===== src/ulrx_defines.svh =====
// constants for the receive-command status byte generator
`ifndef ULRX_DEFINES_SVH
`define ULRX_DEFINES_SVH

// ------------------------------------------------------------
// status byte field positions
// ------------------------------------------------------------
`define ULRX_LS_LSB      0
`define ULRX_VBUS_LSB    2
`define ULRX_RXEV_LSB    4
`define ULRX_ID_BIT      6
`define ULRX_ALT_BIT     7

// ------------------------------------------------------------
// field encodings
// ------------------------------------------------------------
`define ULRX_VBUS_LOW    2'h0
`define ULRX_VBUS_END    2'h1
`define ULRX_VBUS_SESS   2'h2
`define ULRX_VBUS_VALID  2'h3
`define ULRX_RXEV_NONE   2'h0
`define ULRX_RXEV_ACT    2'h1
`define ULRX_RXEV_ERR    2'h3
`define ULRX_RXEV_DISC   2'h2
`define ULRX_LS_SQ_ON    2'h0
`define ULRX_LS_SQ_OFF   2'h1

// ------------------------------------------------------------
// bus values, event mask and reset values
// ------------------------------------------------------------
`define ULRX_IDLE_CMD    8'h00
`define ULRX_EVT_MASK    8'hcf
`define ULRX_PEND_RST    1'b1
`define ULRX_SEEN_RST    8'h00
`define ULRX_BUF_DEPTH   2

`endif


===== src/ulrx_pkg.sv =====
// types shared by the status byte generator
package ulrx_pkg;

    // sampled device status feeding the status byte
    typedef struct packed {
        logic dp_se;      // positive line single-ended receiver
        logic dm_se;      // negative line single-ended receiver
        logic hs_mode;    // high-speed operation
        logic squelch;    // high-speed squelch detected
        logic sess_end;   // below session end
        logic sess_vld;   // session valid comparator
        logic vbus_vld;   // vbus valid comparator
        logic id_pin;     // id pin level
        logic rx_active;  // receive in progress
        logic rx_error;   // receive error
        logic host_disc;  // host disconnect detected
        logic alt_int;    // any unmasked carkit latch bit
    } ulrx_status_t;

    // registered drive of the ulpi side
    typedef struct packed {
        logic       dir;  // bus direction, high = device owns
        logic       nxt;  // next / receive data marker
        logic       oe;   // data bus output enable
        logic [7:0] data; // data bus out
    } ulrx_ulpi_out_t;

    typedef enum logic [6:0] {
        S_STARTUP = 7'h01,
        S_IDLE    = 7'h02,
        S_TA_CMD  = 7'h04,
        S_TA_RX   = 7'h08,
        S_CMD     = 7'h10,
        S_RX      = 7'h20,
        S_TA_OFF  = 7'h40
    } ulrx_state_t;

endpackage : ulrx_pkg


===== src/ulrx_status_enc.sv =====
// status byte encoder
`timescale 1ns/1ps
`include "ulrx_defines.svh"

module ulrx_status_enc (
    input  wire ulrx_pkg::ulrx_status_t stat,      // sampled status
    output logic [7:0]                  stat_byte  // encoded byte
);

    logic [1:0] ls;
    logic [1:0] vb;
    logic [1:0] rx;

    always_comb
    begin
        if (stat.hs_mode)
            ls = stat.squelch ? `ULRX_LS_SQ_ON : `ULRX_LS_SQ_OFF;
        else
            ls = {stat.dm_se, stat.dp_se};
        if (stat.vbus_vld)
            vb = `ULRX_VBUS_VALID;
        else if (stat.sess_vld)
            vb = `ULRX_VBUS_SESS;
        else if (stat.sess_end)
            vb = `ULRX_VBUS_LOW;
        else
            vb = `ULRX_VBUS_END;
        if (stat.host_disc)
            rx = `ULRX_RXEV_DISC;
        else if (stat.rx_active)
            rx = stat.rx_error ? `ULRX_RXEV_ERR : `ULRX_RXEV_ACT;
        else
            rx = `ULRX_RXEV_NONE;
        stat_byte = 8'h00;
        stat_byte[`ULRX_LS_LSB +: 2]   = ls;
        stat_byte[`ULRX_VBUS_LSB +: 2] = vb;
        stat_byte[`ULRX_RXEV_LSB +: 2] = rx;
        stat_byte[`ULRX_ID_BIT]        = stat.id_pin;
        stat_byte[`ULRX_ALT_BIT]       = stat.alt_int;
    end

endmodule : ulrx_status_enc


===== src/ulrx_rx_buf.sv =====
// two-entry receive data buffer
`timescale 1ns/1ps
`include "ulrx_defines.svh"

module ulrx_rx_buf (
    input  wire logic       clk_sys,   // system clock
    input  wire logic       rst,       // sync reset, active high
    input  wire logic       in_valid,  // write side valid
    output logic            in_ready,  // write side ready
    input  wire logic [7:0] in_data,   // write data
    output logic            out_valid, // read side valid
    input  wire logic       out_ready, // read side ready
    output logic [7:0]      out_data   // read data
);

    logic [7:0] mem [`ULRX_BUF_DEPTH];
    logic [7:0] next_mem [`ULRX_BUF_DEPTH];
    logic       wr_idx;
    logic       rd_idx;
    logic [1:0] count;
    logic       next_wr_idx;
    logic       next_rd_idx;
    logic [1:0] next_count;
    logic       push;
    logic       pop;

    assign in_ready  = (count != 2'(`ULRX_BUF_DEPTH));
    assign out_valid = (count != 2'h0);
    assign out_data  = mem[rd_idx];
    assign push      = in_valid & in_ready;
    assign pop       = out_valid & out_ready;

    always_comb
    begin
        next_mem    = mem;
        next_wr_idx = wr_idx;
        next_rd_idx = rd_idx;
        next_count  = count;
        if (push)
        begin
            next_mem[wr_idx] = in_data;
            next_wr_idx      = ~wr_idx;
        end
        if (pop)
            next_rd_idx = ~rd_idx;
        if (push & ~pop)
            next_count = count + 2'h1;
        else if (pop & ~push)
            next_count = count - 2'h1;
    end

    always_ff @(posedge clk_sys)
    begin
        if (rst)
        begin
            wr_idx <= 1'b0;
            rd_idx <= 1'b0;
            count  <= 2'h0;
            mem[0] <= 8'h00;
            mem[1] <= 8'h00;
        end
        else
        begin
            wr_idx <= next_wr_idx;
            rd_idx <= next_rd_idx;
            count  <= next_count;
            mem    <= next_mem;
        end
    end

endmodule : ulrx_rx_buf


===== src/ulrx_rx_cmd_gen.sv =====
// receive-command status byte generator, device side of ulpi
`timescale 1ns/1ps
`include "ulrx_defines.svh"

module ulrx_rx_cmd_gen (
    input  wire logic                   clk_sys,     // ulpi-side clock
    input  wire logic                   rst,         // sync reset, high
    // ulpi pins
    output logic                        ulpi_dir,    // bus owned by device
    output logic                        ulpi_nxt,    // next / rx data
    input  wire logic                   ulpi_stp,    // stop from link
    input  wire logic [7:0]             ulpi_data_i, // data bus in
    output logic [7:0]                  ulpi_data_o, // data bus out
    output logic                        ulpi_data_oe,// data bus drive
    // device state
    input  wire ulrx_pkg::ulrx_status_t status,      // live status
    input  wire logic                   sync_mode,   // synchronous mode
    input  wire logic                   pll_ready,   // start-up done
    input  wire logic                   async_exit,  // left async mode
    input  wire logic                   tx_active,   // link transmit
    input  wire logic                   tx_hs,       // transmit is hs
    // received packet bytes
    input  wire logic                   rx_valid,    // rx byte valid
    output logic                        rx_ready,    // rx byte taken
    input  wire logic [7:0]             rx_data,     // rx byte
    // observation
    output logic                        cmd_pending  // status byte owed
);

    // ------------------------------------------------------------
    // status encoding and receive buffer
    // ------------------------------------------------------------
    logic [7:0] stat_byte;
    logic       buf_valid;
    logic       buf_pop;
    logic [7:0] buf_data;

    ulrx_status_enc u_enc (
        .stat      (status),
        .stat_byte (stat_byte)
    );

    ulrx_rx_buf u_buf (
        .clk_sys   (clk_sys),
        .rst       (rst),
        .in_valid  (rx_valid),
        .in_ready  (rx_ready),
        .in_data   (rx_data),
        .out_valid (buf_valid),
        .out_ready (buf_pop),
        .out_data  (buf_data)
    );

    // ------------------------------------------------------------
    // event detection and send permission
    // ------------------------------------------------------------
    ulrx_pkg::ulrx_state_t    state;
    ulrx_pkg::ulrx_state_t    next_state;
    ulrx_pkg::ulrx_ulpi_out_t drv;
    ulrx_pkg::ulrx_ulpi_out_t next_drv;
    logic                     pend;
    logic                     next_pend;
    logic [7:0]               seen;
    logic [7:0]               next_seen;
    logic                     evt;
    logic                     taken;
    logic                     hold;
    logic                     may_send;
    logic                     rx_go;
    logic                     link_idle;

    // line state, vbus, id and alt-int bits are watched for change
    assign evt = ((stat_byte & `ULRX_EVT_MASK) != seen);

    // fs transmit: release after stp; hs transmit: blocked to the end
    assign hold = tx_active & (tx_hs | ~ulpi_stp);

    assign link_idle = ~ulpi_stp & (ulpi_data_i == `ULRX_IDLE_CMD);

    assign may_send = sync_mode & pend & ~hold
                    & (tx_active ? ulpi_stp : link_idle);

    assign rx_go = sync_mode & status.rx_active & ~tx_active;

    assign ulpi_dir     = drv.dir;
    assign ulpi_nxt     = drv.nxt;
    assign ulpi_data_oe = drv.oe;
    assign ulpi_data_o  = drv.data;
    assign cmd_pending  = pend;

    // ------------------------------------------------------------
    // bus protocol state machine
    // ------------------------------------------------------------
    always_comb
    begin
        next_state = state;
        next_drv   = drv;
        taken      = 1'b0;
        buf_pop    = 1'b0;
        case (state)
            ulrx_pkg::S_STARTUP:
            begin
                // bus held until the clock is up, then released
                if (pll_ready)
                begin
                    next_state = ulrx_pkg::S_TA_OFF;
                    next_drv   = '0;
                end
                else
                begin
                    next_drv     = '0;
                    next_drv.dir = 1'b1;
                end
            end
            ulrx_pkg::S_IDLE:
            begin
                next_drv = '0;
                if (rx_go)
                begin
                    next_state   = ulrx_pkg::S_TA_RX;
                    next_drv.dir = 1'b1;
                    next_drv.nxt = 1'b1;
                end
                else if (may_send)
                begin
                    next_state   = ulrx_pkg::S_TA_CMD;
                    next_drv.dir = 1'b1;
                end
            end
            ulrx_pkg::S_TA_CMD:
            begin
                // turnaround done; status sampled as it goes out
                next_state    = ulrx_pkg::S_CMD;
                next_drv.dir  = 1'b1;
                next_drv.nxt  = 1'b0;
                next_drv.oe   = 1'b1;
                next_drv.data = stat_byte;
                taken         = 1'b1;
            end
            ulrx_pkg::S_TA_RX,
            ulrx_pkg::S_RX:
            begin
                next_drv.dir = 1'b1;
                next_drv.oe  = 1'b1;
                if (buf_valid)
                begin
                    next_state    = ulrx_pkg::S_RX;
                    next_drv.nxt  = 1'b1;
                    next_drv.data = buf_data;
                    buf_pop       = 1'b1;
                end
                else if (status.rx_active)
                begin
                    next_state    = ulrx_pkg::S_RX;
                    next_drv.nxt  = 1'b0;
                    next_drv.data = stat_byte;
                    taken         = 1'b1;
                end
                else
                begin
                    next_state = ulrx_pkg::S_TA_OFF;
                    next_drv   = '0;
                end
            end
            ulrx_pkg::S_CMD:
            begin
                if (rx_go)
                begin
                    next_state    = ulrx_pkg::S_RX;
                    next_drv.nxt  = buf_valid;
                    next_drv.data = buf_valid ? buf_data : stat_byte;
                    buf_pop       = buf_valid;
                    taken         = ~buf_valid;
                end
                else if (pend)
                begin
                    // back to back status while bus still held
                    next_state    = ulrx_pkg::S_CMD;
                    next_drv.nxt  = 1'b0;
                    next_drv.data = stat_byte;
                    taken         = 1'b1;
                end
                else
                begin
                    next_state = ulrx_pkg::S_TA_OFF;
                    next_drv   = '0;
                end
            end
            ulrx_pkg::S_TA_OFF:
            begin
                // data in is unknown this cycle and is not looked at
                next_state = ulrx_pkg::S_IDLE;
                next_drv   = '0;
            end
            default:
            begin
                next_state = ulrx_pkg::S_IDLE;
                next_drv   = '0;
            end
        endcase
    end

    // ------------------------------------------------------------
    // pending status request
    // ------------------------------------------------------------
    always_comb
    begin
        next_seen = stat_byte & `ULRX_EVT_MASK;
        // a new event wins over the clear by a byte going out
        next_pend = evt | (pend & ~taken);
        if (async_exit & ~ulpi_stp & ~drv.dir)
            next_pend = 1'b1;
    end

    always_ff @(posedge clk_sys)
    begin
        if (rst)
        begin
            state <= ulrx_pkg::S_STARTUP;
            drv   <= '0;
            pend  <= `ULRX_PEND_RST;
            seen  <= `ULRX_SEEN_RST;
        end
        else
        begin
            state <= next_state;
            drv   <= next_drv;
            pend  <= next_pend;
            seen  <= next_seen;
        end
    end
endmodule : ulrx_rx_cmd_gen


===== config.mk =====
export PLATFORM = sky130hd
export DESIGN_NAME = ulrx_rx_cmd_gen
export DESIGN_NICKNAME = d
export VERILOG_FILES = /design/src/ulrx_pkg.sv /design/src/ulrx_status_enc.sv /design/src/ulrx_rx_buf.sv /design/src/ulrx_rx_cmd_gen.sv
export VERILOG_INCLUDE_DIRS = /design/src
export SDC_FILE = /design/constraint.sdc
export NUM_CORES = 1
export LEC_CHECK = 0
export ABC_AREA = 1
export BUFFER_PORTS_ARGS = -buffer_cell sky130_fd_sc_hd__buf_2
export CORE_ASPECT_RATIO = 1.1
export CORE_MARGIN = 4
export CORE_UTILIZATION = 55
export DETAILED_ROUTE_END_ITERATION = 12
export PLACE_DENSITY = 0.8
export SYNTH_ARGS = -nofsm -noshare
export SYNTH_HDL_FRONTEND = slang
export SYNTH_HIERARCHICAL = 1
export SYNTH_SLANG_ARGS = --single-unit

===== constraint.sdc =====
create_clock -name clk_sys -period 5.6 [get_ports clk_sys]
set_input_delay 1.12 -clock clk_sys [delete_from_list [all_inputs] [get_ports clk_sys]]
set_output_delay 1.12 -clock clk_sys [all_outputs]
set_load 0.05 [all_outputs]

==> results.txt, run 1 <==
- Each instance of the synthesized netlist takes up on average about 6.5 um^2.
* Async set-or-reset flop fraction in the synthesized netlist: 0
* Result of the run: completed
* Final count of pins violating max slew: 0
- At the end of the flow, the number of nets in the layout was 442.
- Simple-gate area share of the yosys netlist: 0.387
* Final Cycle Share: 0.454
- Insertion delay of the later-clocked pin in the worst-skew pair: 0.29 ns
- Flop pwr share: 0.522
* Total global routing track utilization: 0.196
- The critical path is of the in2reg type.
- Clock tree synthesis inserted a total of 5 buffers.
- Cell type with the largest total area after synthesis: sky130_fd_sc_hd__dfxtp_1
- Setup repair after global routing missed its margin: false
* Warning count from the yosys run: 6
- Worst path top cell family by delay: simple AND/OR/NAND/NOR gates
- Counting I/O delays and the setup requirement, the final critical path takes roughly 2.5 ns.
* Maximum number of pins on one net before global-route repair: 21
* Sinks on the clock net: 45
* Area share of the largest cell type after synthesis: 0.385
- The first global-routing pass estimated around 8600 um of wire.
- Antenna Nets Post-Route: 0
* Logic pwr share: 0.196
* Boundary pin count: 50
* Ant. Diodes: 0
- Summed over all failing endpoints, the final setup total negative slack is 0 ns.
- After detailed routing, the number of remaining DRC violations is 0.
* Worst voltage drop across the vdd grid: 0.128 mV
- Of the total synthesized cell area, the portion taken by XOR and XNOR cells is 0.00749.
* Vias in the first global route: 2,059
- Most used cells in the layout excluding fill and tap cells: 105 x sky130_fd_sc_hd__nand2_1, 58 x sky130_fd_sc_hd__nor2_1, 56 x sky130_fd_sc_hd__inv_1
* Fraction of the mapped netlist area in compound gates: 0.0899
- Worst hold path class: reg2reg
- Setup-failing EPs final: 0
- In this run the worst path has a maximum fanout of 8.
* Main combinational cell family by area after synthesis: simple AND/OR/NAND/NOR gates
* Main synth FF type: sky130_fd_sc_hd__dfxtp_1
* Cell area after technology mapping: 0.00234 mm^2
- Multiplexer fraction of the synthesized cell area: 0
* Max capacitance violation total: 0
- Cell mode on critical path: sky130_fd_sc_hd__inv_1
- Power spread over the standard cell area amounts to ~250 mW/mm^2.
- Max Freq: just under 400 MHz
- The number of setup buffers added after CTS is 0.
- Number of nets in the synthesized netlist: about 400
- Detailed placement ended at an HPWL of 3690 um.
* Count of buffers inserted at the top-level ports: 49
- Longest individual stage delay on the worst path: 0.33 ns
- CTS tree: done
- Clock Tree Root: sky130_fd_sc_hd__clkbuf_8
- In the final routed layout, each cell accounts on average for 11.0 um.
* Number of synthesized flops with an enable pin: 0
- Of the total power, the clock network draws 0.282.
- The clock tree synthesis step divided the H-tree into 2 levels.
* Worst EP arrival: about 2.8 ns
- Critical Path End Type: flip-flop
* First-pass detailed-route iteration total: 4
* Final Hold Vio Count: 0
- Cells along the critical path: buf_2 > inv_1 > nand3_1 > inv_1 > nand2_1 > nand3_1 > nand2_1 > inv_1 > nand2_1 > ha_1 > inv_1 > nand3_1 > nand2_1 > inv_1 > nor2_1
* Area growth, synth to finish: 13.9%
- The floorplan has 24 rows.
- Together, buffers and inverters on the worst path number 6.
- Sorting the synthesized cells by area gives the leading types as sky130_fd_sc_hd__dfxtp_1 39%, sky130_fd_sc_hd__nand2_1 17%, sky130_fd_sc_hd__nor2_1 9.3%.
- Leakage Power: 0.00142 uW
* Core Area: 0.00402 mm^2
- In the final layout, the share of cells above drive strength 1 is 0.188.
* Initial Utilization: 0.581
- At the pin with the least slew margin, the transition time is 0.553 ns.
* Leading cell type in the layout, fill and taps excluded: sky130_fd_sc_hd__nand2_1
- Detailed Route Iter0 Violations: 180
- Synthesis handed over a netlist of between 300 and 400 instances.
- DR vias: 2,212
* Total power consumption of the routed design: 669 uW
- Gates resized, CTS repair: 0
- The floorplan step defined a die boundary enclosing 0.00536 mm^2.
* Die X: 70.2 um
* Fraction of the yosys area taken by sequential cells: 0.385
* Post-synthesis adder-cell area fraction: 0.00535
- Wire length after detailed routing: 5010 um
- The total overflow left after global routing is 0.
- Vertical die dimension: roughly 76 um
- Initial antenna violation count: 0
- Of the total power, the share spent switching nets is 0.298.
- Number of buffers added to fix hold violations after cts: 0
- Synthesis-stage register bit count: 45
- Net switching power: 200 uW
- Between clock sinks in the finished design, the worst skew comes to 0.00410 ns.
- Dividing the detail-routed via count by the number of cells gives 4.84.
- Slew headroom: 0.630
- Distinct cells, synth: 34
- The slowest stage of the critical path belongs to the cell sky130_fd_sc_hd__ha_1.
* Buffer levels on the longest clock path: 2
- Required time at the endpoint of the critical path: 5.84 ns
* Startpoint Class: input port
- P_int: 470 uW
* Routability congestion estimate from global placement: 0.901
* Reg clk slew, reported paths: ~0.080 ns
[area by class of cell]
class / instances / area [um^2]
fillers: 378 / 1360
clock inverters: 2 / 10.0
clock buffers: 6 / 72.6
inverters: 60 / 225
multi-input cells: 243 / 1140
repair buffers: 49 / 245
well taps: 52 / 65.1
flip-flops and latches: 45 / 901
[cell usage after synthesis (3+ instances only)]
library cell / count
sky130_fd_sc_hd__nand2_2: 5
sky130_fd_sc_hd__nand3_1: 13
sky130_fd_sc_hd__o21ai_0: 18
sky130_fd_sc_hd__nand4_1: 6
sky130_fd_sc_hd__inv_2: 3
sky130_fd_sc_hd__nand2_1: 105
sky130_fd_sc_hd__dfxtp_1: 45
sky130_fd_sc_hd__a21oi_1: 15
sky130_fd_sc_hd__buf_2: 3
sky130_fd_sc_hd__inv_1: 56
sky130_fd_sc_hd__nor2_1: 58
[path summary, 6_finish.rpt]
path / start / endpoint / slack [ns] / cells after the start
setup / recovery: tx_active / u_buf/count[1] / 3.06 / 15
setup reg to reg: u_buf/count[1] / u_buf/count[1] / 3.61 / 11
hold reg to reg: u_buf/wr_idx / u_buf/wr_idx / 0.51 / 2
hold / removal: u_buf/wr_idx / u_buf/wr_idx / 0.51 / 2
[layer usage]
layer / share of wire / global-route usage / wire, um
met5: 0 / 0 / 0
met1: 0.44 / 0.237 / 2210
met2: 0.49 / 0.341 / 2460
met3: 0.054 / 0.0488 / 273
met4: 0.014 / 0.0556 / 72
[through the flow]
stage,util,instance area (um^2),std cells,hold slack [ns],worst slack [ns]
after floorplan,-,2340,358,0.480,3.15
after global placement,0.641,2580,449,0.501,2.88
after detailed placement,0.641,2580,449,0.504,2.79
after CTS,0.662,2660,457,0.518,3.06
after global routing,0.662,2660,457,0.547,2.86
final,0.662,2660,457,0.513,3.06
[state kept, by name, summed over array words and instances, names as in the netlist, 2 cells and up]
| name | flops |
|---|---|
| state | 7 |
| ulpi_data_o | 8 |
| u_buf/count | 2 |
| u_buf/mem | 16 |
| seen | 6 |
[worst min-delay path, delay by kind of cell (launching register included)]
family	cells	cell delay [ns]
AND/OR/NAND/NOR	1	0.07
flip-flops	1	0.35
AO/OA/AOI/OAI	1	0.05
[kinds of logic after synthesis]
group                    Yosys count
XOR/XNOR                           2
adder cells (fa/ha/maj)            1
AND/OR/NAND/NOR                  202
AO/OA/AOI/OAI                     38
buffers and inverters             70
flip-flops                        45
[power groups by stage]
stage	clock [uW]	combinational, uW	sequential (uW)
2_1_floorplan	0	97.6	357
3_3_place_gp	0	126	356
3_5_place_dp	0	129	357
4_1_cts	196	131	349
5_1_grt	207	151	352
6_report	189	131	349
No activity file was read; power rests on OpenSTA's default activity.
==> run 2, diff against run 1 <==
Settings changed: CORE_UTILIZATION 55 to 49, PLACE_DENSITY 0.8 to 0.76.
Clock period 5.6 ns to 2.15 ns, I/O delays scaled along.
==> run 2 against run 1 <==
  * Final area up 1.3%
  * Sequential share of layout area decreased by 0.44 points
  * First-iteration DRC count fell by 3.9%
  * Setup slack got worse by 2.8 ns
  * Worst hold slack worse by 0.15 ns
  * Sequential power grew to 2.6 times the previous value
  * Non-clock buffer count increased by 3
  * Die area increased by 11%
  * Clock power grew to 2.8 times the previous value
  * Critical path depth fell by 1
  * Core utilization shrank 7.8 points
  * Clock skew grew 0.0053 ns
==> results.txt, run 2 (same netlist as run 1, synthesis figures left out) <==
- Detailed Route Iter0 Violations: between 150 and 200
- Count of buffers inserted at the top-level ports: 49
* Congestion Overflow GR: 0
- Vias in the first global route: 1,995
* Setup_tns: 0 ns
- The first detailed-routing pass ran for 4 iterations.
- Leading cell type in the layout, fill and taps excluded: sky130_fd_sc_hd__nand2_1
* Critical path type: reg2reg
- Total power consumption of the routed design: 1780 uW
- The number of clock buffers added by TritonCTS is 5.
* Reg with most FFs: u_buf/mem
- DR vias: ~2,200
- Total half-perimeter wirelength after legalization and detailed placement: 3790 um
* Share of the core filled with cells in the final layout: 0.584
- The run finished with clean final reports.
- Die area: 0.00594 mm^2
- At the end of routability-driven placement, the weighted congestion stood at 0.922.
- For the pin with the worst max-slew slack, the measured transition is 0.502 ns.
- The H-tree was split into 2 levels.
- For this design, the sink count on the clock tree is 45.
- The initial antenna violation count is 0.
- The number of setup buffers added after CTS is 0.
- The worst-case IR drop observed on VDD is about 0.43 mV.
* Final Hold Vio Count: 0
* Cell depth of the worst hold path: 3
- Number of buffers added to fix hold violations after cts: 0
- Critical Path End Type: flip-flop
* Initial Utilization: 0.506
* Source of the worst hold timing path: rx_data[1]
- In this run the remaining antenna-violating nets after routing total 0.
* Clock skew after layout: 0.00941 ns
* Time the worst path needs with I/O delays and setup: 1.89 ns
- Share of layout cells above drive strength 1: 0.196
- Max Freq: 530 MHz
* Maximum number of pins on one net before global-route repair: 19
* Setup repair after global routing missed its margin: false
- The endpoint identified for the worst register-to-register timing path is u_buf/count[1].
- Final worst slack: 0.265 ns
* Insertion delay of the later-clocked pin in the worst-skew pair: 0.30 ns
* Gates resized, CTS repair: 0
* DR DRC count: 0
- Final worst hold slack: between 0.3 and 0.4 ns
* Worst-case hold path end point: u_buf/mem[9]
- Buffer levels on the longest clock path: 2
- Worst-path fanout max: 7
* Max capacitance violation total: 0
* Die X: 73.9 um
- Total global routing track utilization: 0.179
* Ant. Diodes: 0
- Clock tree synthesis selected as its root buffer the cell sky130_fd_sc_hd__clkbuf_8.
* Area growth, synth to finish: 15.4%
- The core region is 0.00462 mm^2.
- The final-report max-slew violation count was 0.
- The register with the most flip-flops in the layout has 16 of them.
- Setup violations remaining at the end of the flow were counted as 0.
* Worst EP arrival: 2.13 ns
- Final Cycle Share: 0.877
- For this design the static power due to leakage is 0.00143 uW.
- After floorplanning, the core was divided into 26 placement rows.
* Power density of the placed cells: 661 mW/mm^2
- Pre-CTS setup slack: 0.273 ns
- Required time at the endpoint of the critical path: roughly 2.4 ns
- CTS tree: done
- Reg-to-reg slack, setup: 0.26 ns
- Final Net Count: about 450
- Summed over all layers, the routed wires come to 4930 um.
- In this run the tightest slew margin relative to its limit is 0.665.
* Worst hold path class: in2reg
- STA classifies the critical path startpoint as a flip-flop.
- From bottom edge to top edge, the die measures between 80 and 90 um.
- 50 I/O pins were placed.
- Clock-pin slew was measured on the worst setup and hold paths at 0.09 ns.
* Number of vias per cell after detailed routing: 4.75
- Most used cells in the layout excluding fill and tap cells: 105 x sky130_fd_sc_hd__nand2_1, 58 x sky130_fd_sc_hd__nor2_1, 56 x sky130_fd_sc_hd__inv_1
* Wirelength per Cell: ~11 um
- Register-to-Register Path Depth: 14
* Startpoint of the worst-slack reg-to-reg timing path: state[2]
- The first global-routing pass estimated 8310 um of wire.
## run 2: worst max path at each step
| stage | start | to | depth (start not counted) |
|---|---|---|---|
| finish | state[2] | u_buf/count[1] | 14 |
| global placement | tx_active | u_buf/count[1] | 15 |
| global route | state[2] | u_buf/count[1] | 14 |
| CTS | state[2] | u_buf/count[1] | 14 |
| floorplan | u_buf/count[1] | u_buf/count[1] | 12 |
| detailed placement | tx_active | u_buf/count[1] | 15 |
## run 2: power by group
part	internal, uW	switching (uW)	total, uW
sequential	883	26.5	909
combinational	122	224	346
clock	231	297	528
total	1230	548	1780
## run 2: stage by stage
step	cell area [um^2]	std cells
after floorplan	2340	358
after global placement	2610	456
after detailed placement	2610	456
after CTS	2700	464
after global routing	2700	464
final	2700	464
## run 2: critical path, cell delays in order, from the launching register on
cell	delay [ns]
sky130_fd_sc_hd__dfxtp_1	0.36
sky130_fd_sc_hd__nor2_4	0.17
sky130_fd_sc_hd__nand2_4	0.09
sky130_fd_sc_hd__nor2_8	0.13
sky130_fd_sc_hd__nand2_1	0.10
sky130_fd_sc_hd__nand3_1	0.09
sky130_fd_sc_hd__nand2_1	0.05
sky130_fd_sc_hd__inv_1	0.11
sky130_fd_sc_hd__nand2_1	0.08
sky130_fd_sc_hd__ha_1	0.32
sky130_fd_sc_hd__inv_1	0.08
sky130_fd_sc_hd__nand3_1	0.08
sky130_fd_sc_hd__nand2_1	0.06
sky130_fd_sc_hd__inv_1	0.03
sky130_fd_sc_hd__nor2_1	0.08
## run 2: routing by layer
metal | global-route usage | part of all wire
met5 | 0 | 0
met3 | 0.0463 | 0.053
met2 | 0.303 | 0.48
met1 | 0.215 | 0.45
met4 | 0.0634 | 0.018
## run 2: cell type report
type,instances,area (um^2)
multi-input combinational,243,1140
inverter,60,225
clock inverter,3,21.3
fill,475,1920
tap,56,70.1
timing repair buffer,52,268
sequential,45,901
clock buffer,5,68.8
==> run 3, diff against run 2 <==
Settings changed: ABC_AREA 1 to 0, PLACE_DENSITY 0.76 to 0.75.
==> run 3 against run 2 <==
  * Maximum frequency down 7.8%
  * Register-to-register slack got worse by 0.16 ns
  * Routed wire length is 29% higher
  * Core utilization increased by 4.7 points
  * Combinational power up 13%
  * Synthesized area is 5.6% higher
  * Clock power is 42% higher
  * Sequential cell count is the same
  * Via count rose by 3.9%
  * Final area rose by 11%
  * Count of clock-buffer cells in the layout unchanged
  * Critical path type unchanged
  * Critical endpoint unchanged
  * Largest cell class unchanged
  * Largest power group unchanged
  * Highest routed layer unchanged
==> results.txt, run 3 <==
- Ant. Diodes: 0
- At the end of the flow, the number of nets in the layout was 369.
* Area growth, synth to finish: 21.5%
* CTS tree: done
* Met1 demand-to-capacity share in global routing: 0.261
* Cell area after technology mapping: 0.00247 mm^2
* Max FFs per register: 16
- In the synthesized netlist the dominant register cell turns out to be sky130_fd_sc_hd__dfxtp_1.
- Before antenna repair, the detailed router went through 4 iterations.
- In this run the worst setup path begins at state[4].
- Total half-perimeter wirelength after legalization and detailed placement: 4760 um
- Leading cell type in the layout, fill and taps excluded: sky130_fd_sc_hd__buf_2
- The die is 75.7 um wide.
* Required time at the endpoint of the critical path: 2.38 ns
- In the synthesized netlist the async set-or-reset flop fraction comes to 0.
- Met2 track demand over resource: 0.376
* Startpoint of the worst-slack reg-to-reg timing path: state[4]
- Reg clk slew, reported paths: 0.09 ns
* Power density of the placed cells: 688 mW/mm^2
- Synthesized area per cell: ~9 um^2
- Setup-failing EPs final: 0
* Worst EP arrival: 2.28 ns
- Summing all flip-flop and latch instances after layout gives 902 um^2.
- Number of buffers added to fix hold violations after cts: 0
- Congestion Overflow GR: 0
- For this run, global-route usage on met3 was measured as 0.0387.
- Worst hold path class: in2reg
- Time the worst path needs with I/O delays and setup: around 2.0 ns
* Wire length after detailed routing: 6360 um
* Final count of pins violating max slew: 0
- The most common cell in the synthesized netlist is sky130_fd_sc_hd__dfxtp_1.
* Cell type with the largest total area after synthesis: sky130_fd_sc_hd__dfxtp_1
- The congestion estimate from routability-driven global placement came to 0.928.
* Wire length of the first global-routing pass: 10,200 um
- Die area: 0.00624 mm^2
* Most used cells in the layout excluding fill and tap cells: 49 x sky130_fd_sc_hd__buf_2, 44 x sky130_fd_sc_hd__dfxtp_1, 28 x sky130_fd_sc_hd__o21ai_0
* Core Area: around 0.0047 mm^2
- Share of layout cells above drive strength 1: 0.301
* Most utilized layer in the global route result: met2
* # H-tree levels: 2
* Count of buffers inserted at the top-level ports: 49
- Setup repair after global routing missed its margin: false
* Post CTS Setup Buffer Count: 0
- Startpoint Class: flip-flop
- The tree is rooted in a sky130_fd_sc_hd__clkbuf_8.
* Clock skew after layout: around 0.0052 ns
* Source of the worst hold timing path: rx_data[6]
* Area share of the largest cell type after synthesis: 0.365
- The flow ran to the end, and the final reports show no timing, DRC or antenna violations.
- Max Freq: a little under 500 MHz
- Total clock buffers created by CTS: 5
- The layout has 386 filler cells.
- Number of vias per cell after detailed routing: about 5.9
- The number of hold violations in the final report came to 0.
- Critical path type: reg2reg
- Counting every net in the synthesized netlist gives 310.
- Warning count from the yosys run: 6
* Leakage Power: 0.00121 uW
* Maximum number of pins on one net before global-route repair: 18
* Buffer levels on the longest clock path: 2
* Total global routing track utilization: 0.212
- Initial Utilization: 0.520
- Detailed Route Iter0 Violations: 126
* DR DRC count: 0
* Gates resized, CTS repair: 0
* Top post-synthesis cells by area: sky130_fd_sc_hd__dfxtp_1 36%, sky130_fd_sc_hd__o21ai_0 6.1%, sky130_fd_sc_hd__o2111ai_1 5.7%
* Post-Synthesis Cells: between 200 and 300
- Slew headroom: 0.606
- Number of synthesized flops with an enable pin: 0
- STA classifies the critical path endpoint as a flip-flop.
- At the later pin of the worst-skew pair, clock insertion delay measures 0.29 ns.
* Initial antenna violation count: 0
- Actual slew at the worst max-slew pin: 0.590 ns
- IR analysis of the VDD net gives a maximum drop of approximately 0.44 mV.
- Adding up every negative setup slack in the final design gives 0 ns.
* Sinks on the clock net: 45
- Pin placement for this block handled 50 I/O pins.
- Reg with most FFs: u_buf/mem
- Worst-path fanout max: 6
* Fraction of the yosys area taken by sequential cells: 0.365
* Multi-input gate area: 0.00148 mm^2
* Post-placement cell area: 0.00286 mm^2
- Most instantiated cells after synthesis: 45 x sky130_fd_sc_hd__dfxtp_1, 30 x sky130_fd_sc_hd__o21ai_0, 22 x sky130_fd_sc_hd__nand2b_1
- In this run the remaining antenna-violating nets after routing total 0.
- DR vias: 2,290
- Wirelength per Cell: 16.4 um
- Final non-filler cell area: 0.00300 mm^2
- Placement Rows: 26
* Register-to-Register Path Depth: 8
- After synthesis, the netlist uses 56 different library cells.
* Vias in the first global route: 2,230
* Max capacitance violation total: 0
- The die is 82.4 um tall.
* Cell depth of the worst hold path: 3
- Final Cycle Share: 0.951
- Synthesis inferred 45 register bits.
[run 3: final timing paths]
check	to	slack [ns]
setup / recovery	u_buf/count[1]	0.10
hold / removal	u_buf/mem[6]	0.42
setup reg to reg	u_buf/count[1]	0.10
hold reg to reg	ulpi_data_oe	0.48
[run 3: where the power goes]
| group | internal (uW) | switching [uW] | leakage, uW | total, uW |
|---|---|---|---|---|
| Clock | 462 | 289 | 0.0000681 | 751 |
| Combinational | 166 | 224 | 0.000771 | 390 |
| Sequential | 881 | 41.7 | 0.000368 | 923 |
| Total | 1510 | 554 | 0.00121 | 2060 |
[run 3: final cells by class]
cell class,instances,area share
Multi-Input combinational cell,204,0.492
Sequential cell,45,0.301
Timing Repair Buffer,69,0.132
Tap cell,56,0.0234
Clock buffer,5,0.0229
Clock inverter,3,0.0217
Inverter,6,0.00751
[run 3: logic make-up after synthesis]
kind of cell             Yosys count  synth area share
XOR/XNOR                          11            0.0390
AND/OR/NAND/NOR                   97             0.254
flip-flops                        45             0.365
buffers and inverters             23            0.0476
multiplexers                      18            0.0770
adder cells (fa/ha/maj)            1           0.00507
AO/OA/AOI/OAI                     77             0.212
[run 3: worst max-delay path, cell delays in order (launching register included)]
cell and delay, ns:
sky130_fd_sc_hd__dfxtp_2 0.35, sky130_fd_sc_hd__or3b_4 0.44, sky130_fd_sc_hd__o21ai_4 0.08, sky130_fd_sc_hd__o211a_1 0.20, sky130_fd_sc_hd__o21ai_1 0.10, sky130_fd_sc_hd__ha_1 0.21
sky130_fd_sc_hd__xor2_1 0.14, sky130_fd_sc_hd__or3_1 0.31, sky130_fd_sc_hd__a21oi_1 0.15
[run 3: metrics by stage]
stage	setup slack (ns)	hold slack [ns]	instances	util	power (uW)
2_1_floorplan	0.00869	0.445	272	-	1200
3_3_place_gp	0.0690	0.460	380	0.603	1320
3_5_place_dp	0.00459	0.462	380	0.603	1330
4_1_cts	0.0539	0.422	388	0.631	2070
5_1_grt	0.0239	0.423	388	0.631	2150
6_report	0.104	0.420	388	0.631	2060
[run 3: per-layer routing]
layer | vias up | wire length, um
met2 | 56 | 3300
met5 | - | 0
li1 | 1128 | -
met4 | 0 | 56
met3 | 6 | 230
met1 | 1100 | 2770
